## config.mk

```make
export PLATFORM = sky130hd
export DESIGN_NAME = ntb_ext_reset
export DESIGN_NICKNAME = d
export VERILOG_FILES = /design/src/ntb_reset_pkg.sv /design/src/ntb_ext_reset.sv
export SDC_FILE = /design/constraint.sdc
export NUM_CORES = 1
export LEC_CHECK = 0
export BUFFER_PORTS_ARGS = -buffer_cell sky130_fd_sc_hd__buf_2
export CAP_MARGIN = 15
export CORE_MARGIN = 2
export CORE_UTILIZATION = 42
export DETAILED_ROUTE_END_ITERATION = 10
export PLACE_DENSITY = 0.72
export SLEW_MARGIN = 20
export SYNTH_ARGS = -nofsm -noshare
export SYNTH_HDL_FRONTEND = slang
export SYNTH_SLANG_ARGS = --single-unit
```

## constraint.sdc

```tcl
create_clock -name ref_clk -period 1.3 [get_ports ref_clk]
set_input_delay 0.13 -clock ref_clk [delete_from_list [all_inputs] [get_ports ref_clk]]
set_output_delay 0.13 -clock ref_clk [all_outputs]
set_load 0.05 [all_outputs]
```

## src/ntb_reset_pkg.sv

```systemverilog
package ntb_reset_pkg;
   // ==========================================================
   // timing
   localparam int CLK_PERIOD_PS = 40000;
   localparam int PORT_RST_MIN_NS = 250;
   // least time, so round up to whole cycles
   localparam int PORT_RST_CYCLES =
      (PORT_RST_MIN_NS * 1000 + CLK_PERIOD_PS - 1) / CLK_PERIOD_PS;
   localparam int PULSE_CNT_W = 4;

   // ==========================================================
   // reset values
   localparam logic RST_OUT_N_INIT = 1'b1;
   localparam logic RST_OE_N_INIT = 1'b1;
   localparam logic FLAG_INIT = 1'b0;

   // ==========================================================
   // encodings
   typedef enum logic [1:0] {
      RA_NONE = 2'b00,
      RA_INT_NOT_READY = 2'b01,
      RA_EXT_NOT_READY = 2'b10,
      RA_BOTH_NOT_READY = 2'b11
   } reset_action_e;

   typedef enum logic [1:0] {
      ROS_NONE = 2'b00,
      ROS_EXT_RESET = 2'b01,
      ROS_RSVD2 = 2'b10,
      ROS_RSVD3 = 2'b11
   } reset_out_sel_e;

   typedef enum logic {
      PC_IDLE = 1'b0,
      PC_PULSE = 1'b1
   } pulse_state_e;

   // ==========================================================
   // configuration carried as one bundle
   typedef struct packed {
      logic ntb_mode;
      logic propagate_ext_fund_reset_int;
      logic propagate_ext_fund_reset_ext;
      logic reset_action_enable;
      reset_action_e reset_action_select;
      reset_out_sel_e bridge_reset_out_select;
      logic irq_enable;
      logic irq_use_msi;
      logic port_c_alt_fn_en;
   } reset_ctrl_s;
endpackage

```

## src/ntb_ext_reset.sv

```systemverilog
// How it works
// - ntb mode plus pin low starts reset
// - propagate bit set escalates to device reset
// - otherwise reset only external side layers
// - local reset spares lock-protected and capability registers
// - reset action enable runs selected action
// - not ready side refuses until configured
// - set opposite reset flag, raise interrupt
// - set opposite fundamental reset seen flag
// - external select pulses port c reset
// - port reset output active low
// - global hot reset releases port reset pins; a still-set alt fn enable retakes them next cycle
// - hot reset ts1 starts internal hot reset
// - dl_down starts internal hot reset
module ntb_ext_reset #(
   parameter int PULSE_CYCLES = ntb_reset_pkg::PORT_RST_CYCLES
) (
   input wire logic ref_clk,
   input wire logic nrst,
   input wire ntb_reset_pkg::reset_ctrl_s ctrl,
   input wire logic ext_bridge_reset_in_n,
   input wire logic ts1_hot_reset_rx,
   input wire logic dl_down,
   input wire logic int_cfg_done,
   input wire logic ext_cfg_done,
   input wire logic opp_side_reset_seen_clr,
   input wire logic opp_side_fund_reset_seen_clr,
   output logic dev_fund_reset,
   output logic ext_layer_reset,
   output logic ext_reg_init,
   output logic int_side_not_ready,
   output logic ext_side_not_ready,
   output logic opp_side_reset_seen,
   output logic opp_side_fund_reset_seen,
   output logic irq_pulse,
   output logic msi_req,
   output logic int_hot_reset,
   output logic port_c_reset_out_n,
   output logic port_c_reset_oe_n
);
   import ntb_reset_pkg::*;

   localparam logic [PULSE_CNT_W-1:0] PULSE_LOAD =
      PULSE_CNT_W'(PULSE_CYCLES - 1);

   logic pin_low_reg;
   logic hot_src_reg;
   logic dev_fund_reset_reg, dev_fund_reset_next;
   logic ext_layer_reset_reg, ext_layer_reset_next;
   logic ext_reg_init_reg;
   logic int_nr_reg, int_nr_next;
   logic ext_nr_reg, ext_nr_next;
   logic opp_side_reset_seen_reg, opp_side_reset_seen_next;
   logic opp_side_fund_reset_seen_reg, opp_side_fund_reset_seen_next;
   logic irq_reg, msi_reg;
   logic hot_reg;
   logic drive_en_reg, drive_en_next;
   pulse_state_e pc_state_reg, pc_state_next;
   logic [PULSE_CNT_W-1:0] pc_cnt_reg, pc_cnt_next;
   logic rst_out_n_reg, rst_oe_n_reg;

   // ==========================================================
   // event decode
   wire pin_low = ~ext_bridge_reset_in_n;
   wire hot_src = ts1_hot_reset_rx | dl_down;
   wire ext_fund_start = ctrl.ntb_mode & pin_low & ~pin_low_reg;
   wire propagate = ctrl.propagate_ext_fund_reset_int |
                    ctrl.propagate_ext_fund_reset_ext;
   wire local_start = ext_fund_start & ~propagate;
   wire hot_start = hot_src & ~hot_src_reg;
   wire act_int = local_start & ctrl.reset_action_enable &
      (ctrl.reset_action_select == RA_INT_NOT_READY ||
       ctrl.reset_action_select == RA_BOTH_NOT_READY);
   wire act_ext = local_start & ctrl.reset_action_enable &
      (ctrl.reset_action_select == RA_EXT_NOT_READY ||
       ctrl.reset_action_select == RA_BOTH_NOT_READY);
   // only the external selection fires the pulse
   wire pc_fire = ext_fund_start &
      (ctrl.bridge_reset_out_select == ROS_EXT_RESET);

   // ==========================================================
   // reset levels follow the pin while it stays asserted
   // full device reset
   assign dev_fund_reset_next = ctrl.ntb_mode & pin_low &
      (propagate ? (ext_fund_start | dev_fund_reset_reg) :
       dev_fund_reset_reg);
   assign ext_layer_reset_next = ctrl.ntb_mode & pin_low &
      (local_start | ext_layer_reset_reg);

   // ==========================================================
   // not ready: set beats clear so a reset is never missed
   // refuse until configured
   assign int_nr_next = act_int | (int_nr_reg & ~int_cfg_done);
   assign ext_nr_next = act_ext | (ext_nr_reg & ~ext_cfg_done);

   // ==========================================================
   // sticky detection flags, set wins over clear
   // opposite side reset seen
   assign opp_side_reset_seen_next = local_start | (opp_side_reset_seen_reg & ~opp_side_reset_seen_clr);
   assign opp_side_fund_reset_seen_next = local_start |
      (opp_side_fund_reset_seen_reg & ~opp_side_fund_reset_seen_clr);

   // ==========================================================
   // port c pin ownership; hot reset returns it to an input, retaken next cycle if alt fn enable is still set
   // release on global hot reset
   assign drive_en_next = hot_start ? 1'b0 :
      (ctrl.port_c_alt_fn_en | drive_en_reg);

   // ==========================================================
   // pulse machine; hot reset aborts since the pin is released
   // counted low time
   always_comb begin
      pc_state_next = pc_state_reg;
      pc_cnt_next = pc_cnt_reg;
      unique case (pc_state_reg)
         PC_IDLE: begin
            if (pc_fire && !hot_start) begin
               pc_state_next = PC_PULSE;
               pc_cnt_next = PULSE_LOAD;
            end
         end
         PC_PULSE: begin
            if (hot_start) begin
               pc_state_next = PC_IDLE;
               pc_cnt_next = '0;
            end else if (pc_fire) begin
               pc_cnt_next = PULSE_LOAD;
            end else if (pc_cnt_reg == '0) begin
               pc_state_next = PC_IDLE;
            end else begin
               pc_cnt_next = pc_cnt_reg - 1'b1;
            end
         end
      endcase
   end

   // ==========================================================
   // edge history
   always_ff @(posedge ref_clk or negedge nrst) begin
      if (!nrst) begin
         pin_low_reg <= 1'b0;
         hot_src_reg <= 1'b0;
      end else begin
         pin_low_reg <= pin_low;
         hot_src_reg <= hot_src;
      end
   end

   // ==========================================================
   // reset and state flags
   always_ff @(posedge ref_clk or negedge nrst) begin
      if (!nrst) begin
         dev_fund_reset_reg <= 1'b0;
         ext_layer_reset_reg <= 1'b0;
         ext_reg_init_reg <= 1'b0;
         int_nr_reg <= FLAG_INIT;
         ext_nr_reg <= FLAG_INIT;
         opp_side_reset_seen_reg <= FLAG_INIT;
         opp_side_fund_reset_seen_reg <= FLAG_INIT;
         hot_reg <= 1'b0;
      end else begin
         dev_fund_reset_reg <= dev_fund_reset_next;
         ext_layer_reset_reg <= ext_layer_reset_next;
         // init strobe; lock-protected fields ignore it
         ext_reg_init_reg <= local_start;
         int_nr_reg <= int_nr_next;
         ext_nr_reg <= ext_nr_next;
         opp_side_reset_seen_reg <= opp_side_reset_seen_next;
         opp_side_fund_reset_seen_reg <= opp_side_fund_reset_seen_next;
         hot_reg <= hot_start;
      end
   end

   // ==========================================================
   // interrupt strobes
   // interrupt or msi when enabled
   always_ff @(posedge ref_clk or negedge nrst) begin
      if (!nrst) begin
         irq_reg <= 1'b0;
         msi_reg <= 1'b0;
      end else begin
         irq_reg <= local_start & ctrl.irq_enable & ~ctrl.irq_use_msi;
         msi_reg <= local_start & ctrl.irq_enable & ctrl.irq_use_msi;
      end
   end

   // ==========================================================
   // port c reset pin, registered so it never glitches
   always_ff @(posedge ref_clk or negedge nrst) begin
      if (!nrst) begin
         pc_state_reg <= PC_IDLE;
         pc_cnt_reg <= '0;
         drive_en_reg <= 1'b0;
         rst_out_n_reg <= RST_OUT_N_INIT;
         rst_oe_n_reg <= RST_OE_N_INIT;
      end else begin
         pc_state_reg <= pc_state_next;
         pc_cnt_reg <= pc_cnt_next;
         drive_en_reg <= drive_en_next;
         rst_out_n_reg <= (pc_state_next != PC_PULSE);
         rst_oe_n_reg <= ~(drive_en_next | (pc_state_next == PC_PULSE));
      end
   end

   assign dev_fund_reset = dev_fund_reset_reg;
   assign ext_layer_reset = ext_layer_reset_reg;
   assign ext_reg_init = ext_reg_init_reg;
   assign int_side_not_ready = int_nr_reg;
   assign ext_side_not_ready = ext_nr_reg;
   assign opp_side_reset_seen = opp_side_reset_seen_reg;
   assign opp_side_fund_reset_seen = opp_side_fund_reset_seen_reg;
   assign irq_pulse = irq_reg;
   assign msi_req = msi_reg;
   assign int_hot_reset = hot_reg;
   assign port_c_reset_out_n = rst_out_n_reg;
   assign port_c_reset_oe_n = rst_oe_n_reg;

   // ==========================================================
   // checks
   property p_start_mode;
      @(posedge ref_clk) disable iff (!nrst)
      (ext_layer_reset | dev_fund_reset) |-> $past(ctrl.ntb_mode);
   endproperty
   a_start_mode: assert property (p_start_mode)
      else $error("reset began outside ntb mode");

   property p_escalate;
      @(posedge ref_clk) disable iff (!nrst)
      (ext_fund_start && propagate) |=> dev_fund_reset && !ext_layer_reset;
   endproperty
   a_escalate: assert property (p_escalate)
      else $error("propagated reset did not reset device");

   property p_local;
      @(posedge ref_clk) disable iff (!nrst)
      local_start |=> ext_layer_reset && !dev_fund_reset && ext_reg_init;
   endproperty
   a_local: assert property (p_local)
      else $error("local reset not confined to external side");

   property p_action;
      @(posedge ref_clk) disable iff (!nrst)
      (local_start && !ctrl.reset_action_enable && !int_side_not_ready)
      |=> !int_side_not_ready;
   endproperty
   a_action: assert property (p_action)
      else $error("reset action ran while disabled");

   property p_hold_nr;
      @(posedge ref_clk) disable iff (!nrst)
      (ext_side_not_ready && !ext_cfg_done) |=> ext_side_not_ready;
   endproperty
   a_hold_nr: assert property (p_hold_nr)
      else $error("not ready dropped before configuration");

   property p_flags;
      @(posedge ref_clk) disable iff (!nrst)
      local_start |=> opp_side_reset_seen && opp_side_fund_reset_seen;
   endproperty
   a_flags: assert property (p_flags)
      else $error("detection flags not set");

   property p_irq;
      @(posedge ref_clk) disable iff (!nrst)
      (local_start && ctrl.irq_enable) |=> (irq_pulse ^ msi_req);
   endproperty
   a_irq: assert property (p_irq)
      else $error("enabled interrupt not raised");

   property p_width;
      @(posedge ref_clk) disable iff (!nrst || hot_start)
      (pc_fire && !hot_start && port_c_reset_out_n)
      |=> !port_c_reset_out_n [*7];
   endproperty
   a_width: assert property (p_width)
      else $error("port c reset pulse too short");

   property p_release;
      @(posedge ref_clk) disable iff (!nrst)
      hot_start |=> port_c_reset_oe_n && port_c_reset_out_n;
   endproperty
   a_release: assert property (p_release)
      else $error("port c pin driven after hot reset");

   property p_hot;
      @(posedge ref_clk) disable iff (!nrst)
      $rose(hot_src) |=> int_hot_reset;
   endproperty
   a_hot: assert property (p_hot)
      else $error("internal hot reset not started");
endmodule

```

==> results.sh <==
export IMPL_clock_sinks=20
export IMPL_antennaDiodeCount=0
export IMPL_switching_share=0.308
export IMPL_final_common_cell="buf_2"
export IMPL_largest_register_ff_count=4
export IMPL_power_density_nw_per_um2=1490
export IMPL_synth_largest_area_cell="dfrtp_1"
export IMPL_grt_pass1_wl_mm=3.11
export IMPL_fin_skew_ns=0.00864
export IMPL_first_pass_iters=4
export IMPL_cpPeakStageDelay_ns=0.40
export IMPL_syn2layout_area_growth_pct=49.4
export IMPL_cts_buffer_depth=2
export IMPL_synth_compound_area_share=0.186
export IMPL_yosysWarnings=0
export IMPL_fillers=165
export IMPL_violations="negative setup slack"
export IMPL_crit_arrival_ns=1.60
export IMPL_whs_path_depth=2
export IMPL_muxShareOfSynthArea=0
export IMPL_numPortBuffers=31
export IMPL_grt_use_total=0.174
export IMPL_die_height_um=49.1
export IMPL_synth_avg_cell_area_um2=10.7
export IMPL_hp_class="input port to register"
export IMPL_dpl_worst_slack_ns=-0.111
export IMPL_path_clk_slew_ns=0.12
export IMPL_ys_seq_elements=20
export IMPL_clockPowerShare=0.269
export IMPL_synth_xor_xnor_area_share=0
export IMPL_crit_path_max_fanout=4
export IMPL_synth_fa_ha_area_frac=0.0293
export IMPL_setup_ws_ns=-0.0845
export IMPL_crit_top_cell="inv_2"
export IMPL_drc=0
export IMPL_synth_top_area_share=0.528
export IMPL_start_kind="register"
export IMPL_fmax_mhz=722
export IMPL_netlist_instances=80
export IMPL_gr_total_overflow=0
export IMPL_nets=154
export IMPL_synth_top_family_by_area="compound AO/OA/AOI/OAI gates"
export IMPL_crit_path_end_kind="register"
export IMPL_layout_min_cycle_time_ns=1.38
export IMPL_cts_root_buf="clkbuf_4"
export IMPL_cts_made_buffers=3
export IMPL_final_cell_mix="buf_2, dfrtp_1, buf_4"
export IMPL_yosysUniqueCellTypes=25
export IMPL_cts_tree="yes"
export IMPL_synth_simple_area_share=0.138
export IMPL_tightest_slew_ns=0.426
export IMPL_rsz0062_at_grt="yes"
export IMPL_grt_start_max_net_pins=21
export IMPL_drtIter0Drc=4
export IMPL_hold_violations=0
export IMPL_power_leakage_nw=0.651
export IMPL_p_comb_frac=0.311
export IMPL_multi_input_area_um2=347
export IMPL_slew_headroom=0.716
export IMPL_period_share=1.06
export IMPL_die_area_um2=2410
export IMPL_via_count=738
export IMPL_synth_area_um2=853
export IMPL_avgRoutedWirePerCell_um=11.7
export IMPL_ios=32
export IMPL_seqCellArea_um2=503
export IMPL_ant_nets=0
export IMPL_num_rows=16
export IMPL_p_int_mw=1.32
export IMPL_ys_seq_area_frac=0.589
export IMPL_routed_wl_mm=1.85
export IMPL_worstPathRequired_ns=1.51
export IMPL_die_w_um=49.1
export IMPL_antenna_found_initial=0
export IMPL_vdd_drop_max_v=0.000906
export IMPL_place_gp_congestion=0.837
export IMPL_rr_worst_depth=6
export IMPL_grt_pass1_vias=683
export IMPL_p_switching_mw=0.585
export IMPL_syn_nets=102
export IMPL_setup_violations=3
export IMPL_core_region_area_um2=1940
export IMPL_p_seq_frac=0.420
export IMPL_htreeDepth=1
export IMPL_drive_gt1_frac=0.473
export IMPL_worstPathCellList="inv_2, ha_4, inv_2, o31a_1, a31o_1, a22o_1"
export IMPL_critPathSlowestCell="dfrtp_1"
export IMPL_hpwl_mm=1.30
export IMPL_critical_path_class="register to register"
export IMPL_maxSlewViolCount=0
export IMPL_max_cap_violations=0
export IMPL_start_util=0.439
export IMPL_routed_via_density=4.67
export IMPL_worstSkewPairLatency_ns=0.31
export IMPL_totalPowerFinal_mw=1.90
export IMPL_status="complete, but fails checks"
export IMPL_synth_area_leaders="dfrtp_1, dfstp_2, o21ai_0"
path summary, 6_finish.rpt:
path	from	end	slack (ns)
min	ext_bridge_reset_in_n	pin_low_reg$_DFF_PN0_	0.02
max reg2reg	pc_cnt_reg[0]$_DFFE_PN0P_	pc_cnt_reg[3]$_DFFE_PN0P_	-0.08
min reg2reg	drive_en_reg$_DFF_PN0_	drive_en_reg$_DFF_PN0_	0.51
max	pc_cnt_reg[0]$_DFFE_PN0P_	pc_cnt_reg[3]$_DFFE_PN0P_	-0.08
max in group asynchronous	nrst	port_c_reset_out_n$_DFF_PN1_	0.69
min in group asynchronous	nrst	pc_cnt_reg[3]$_DFFE_PN0P_	0.28
power groups by stage:
stage | logic [mW] | registers (mW) | clock network (mW)
3_5_place_dp | 0.475 | 0.806 | 0
5_1_grt | 0.672 | 0.810 | 0.539
6_report | 0.592 | 0.798 | 0.511
4_1_cts | 0.574 | 0.795 | 0.524
3_3_place_gp | 0.458 | 0.795 | 0
2_1_floorplan | 0.227 | 0.842 | 0
cells in the mapped netlist (all sizes together):
cell type and instances:
nor3b 1, o211ai 1, nand2 6, and3 1
o31ai 1, o21ai 10, o31a 1, a31o 2
nor3 1, a21oi 2, a31oi 2, or2 1
inv 13, o21bai 1, and2 1, ha 2
a22o 2, nand3 3, nor2 8, dfstp 2
nor2b 1, dfrtp 18
logic make-up (layout without fill, tap and decap cells):
group	after synthesis	in the layout
DFF	20	20
adders and majority gates	2	2
AOI/OAI and AO/OA	22	22
buffers and inverters	13	64
and+or+nand+nor	23	23
layer usage:
layer	global-route usage	up-vias	routed length, µm
li1	-	374	-
met1	0.229	341	829
met2	0.273	19	930
met3	0.0368	4	66
met4	0.0857	0	25
met5	0	-	0
worst max-delay path: cells and delay by family, from the launching register on:
family	cells	cell delay (ns)
compound gates	3	0.64
fa+ha+maj	1	0.13
buf+inv	2	0.12
flops	1	0.40
through the flow:
step           instance area, µm²  hold slack (ns)  cells  TNS (ns)   util
2_1_floorplan                 862           -0.166     80   -0.0664      -
3_3_place_gp                 1100           0.0943    145    -0.173  0.568
3_5_place_dp                 1100           0.0967    145    -0.307  0.568
4_1_cts                      1250          0.00937    157    -0.211  0.642
5_1_grt                      1270           0.0113    158    -0.705  0.657
6_report                     1270           0.0223    158    -0.226  0.657
area by class of cell:
class | count | area share
sequential | 20 | 0.395
multi-input combinational | 47 | 0.272
timing repair buffer | 47 | 0.228
inverter | 13 | 0.0383
tap | 27 | 0.0265
clock inverter | 1 | 0.0236
clock buffer | 3 | 0.0177
repair_timing:
action                     CTS  global route
buffers inserted             2             1
gates resized for setup      6             5
hold buffers                 6             0
hold endpoints to repair    23             0
setup endpoints to repair    5             8
pin swaps                    0             1
No activity file was read; power rests on OpenSTA's default activity.
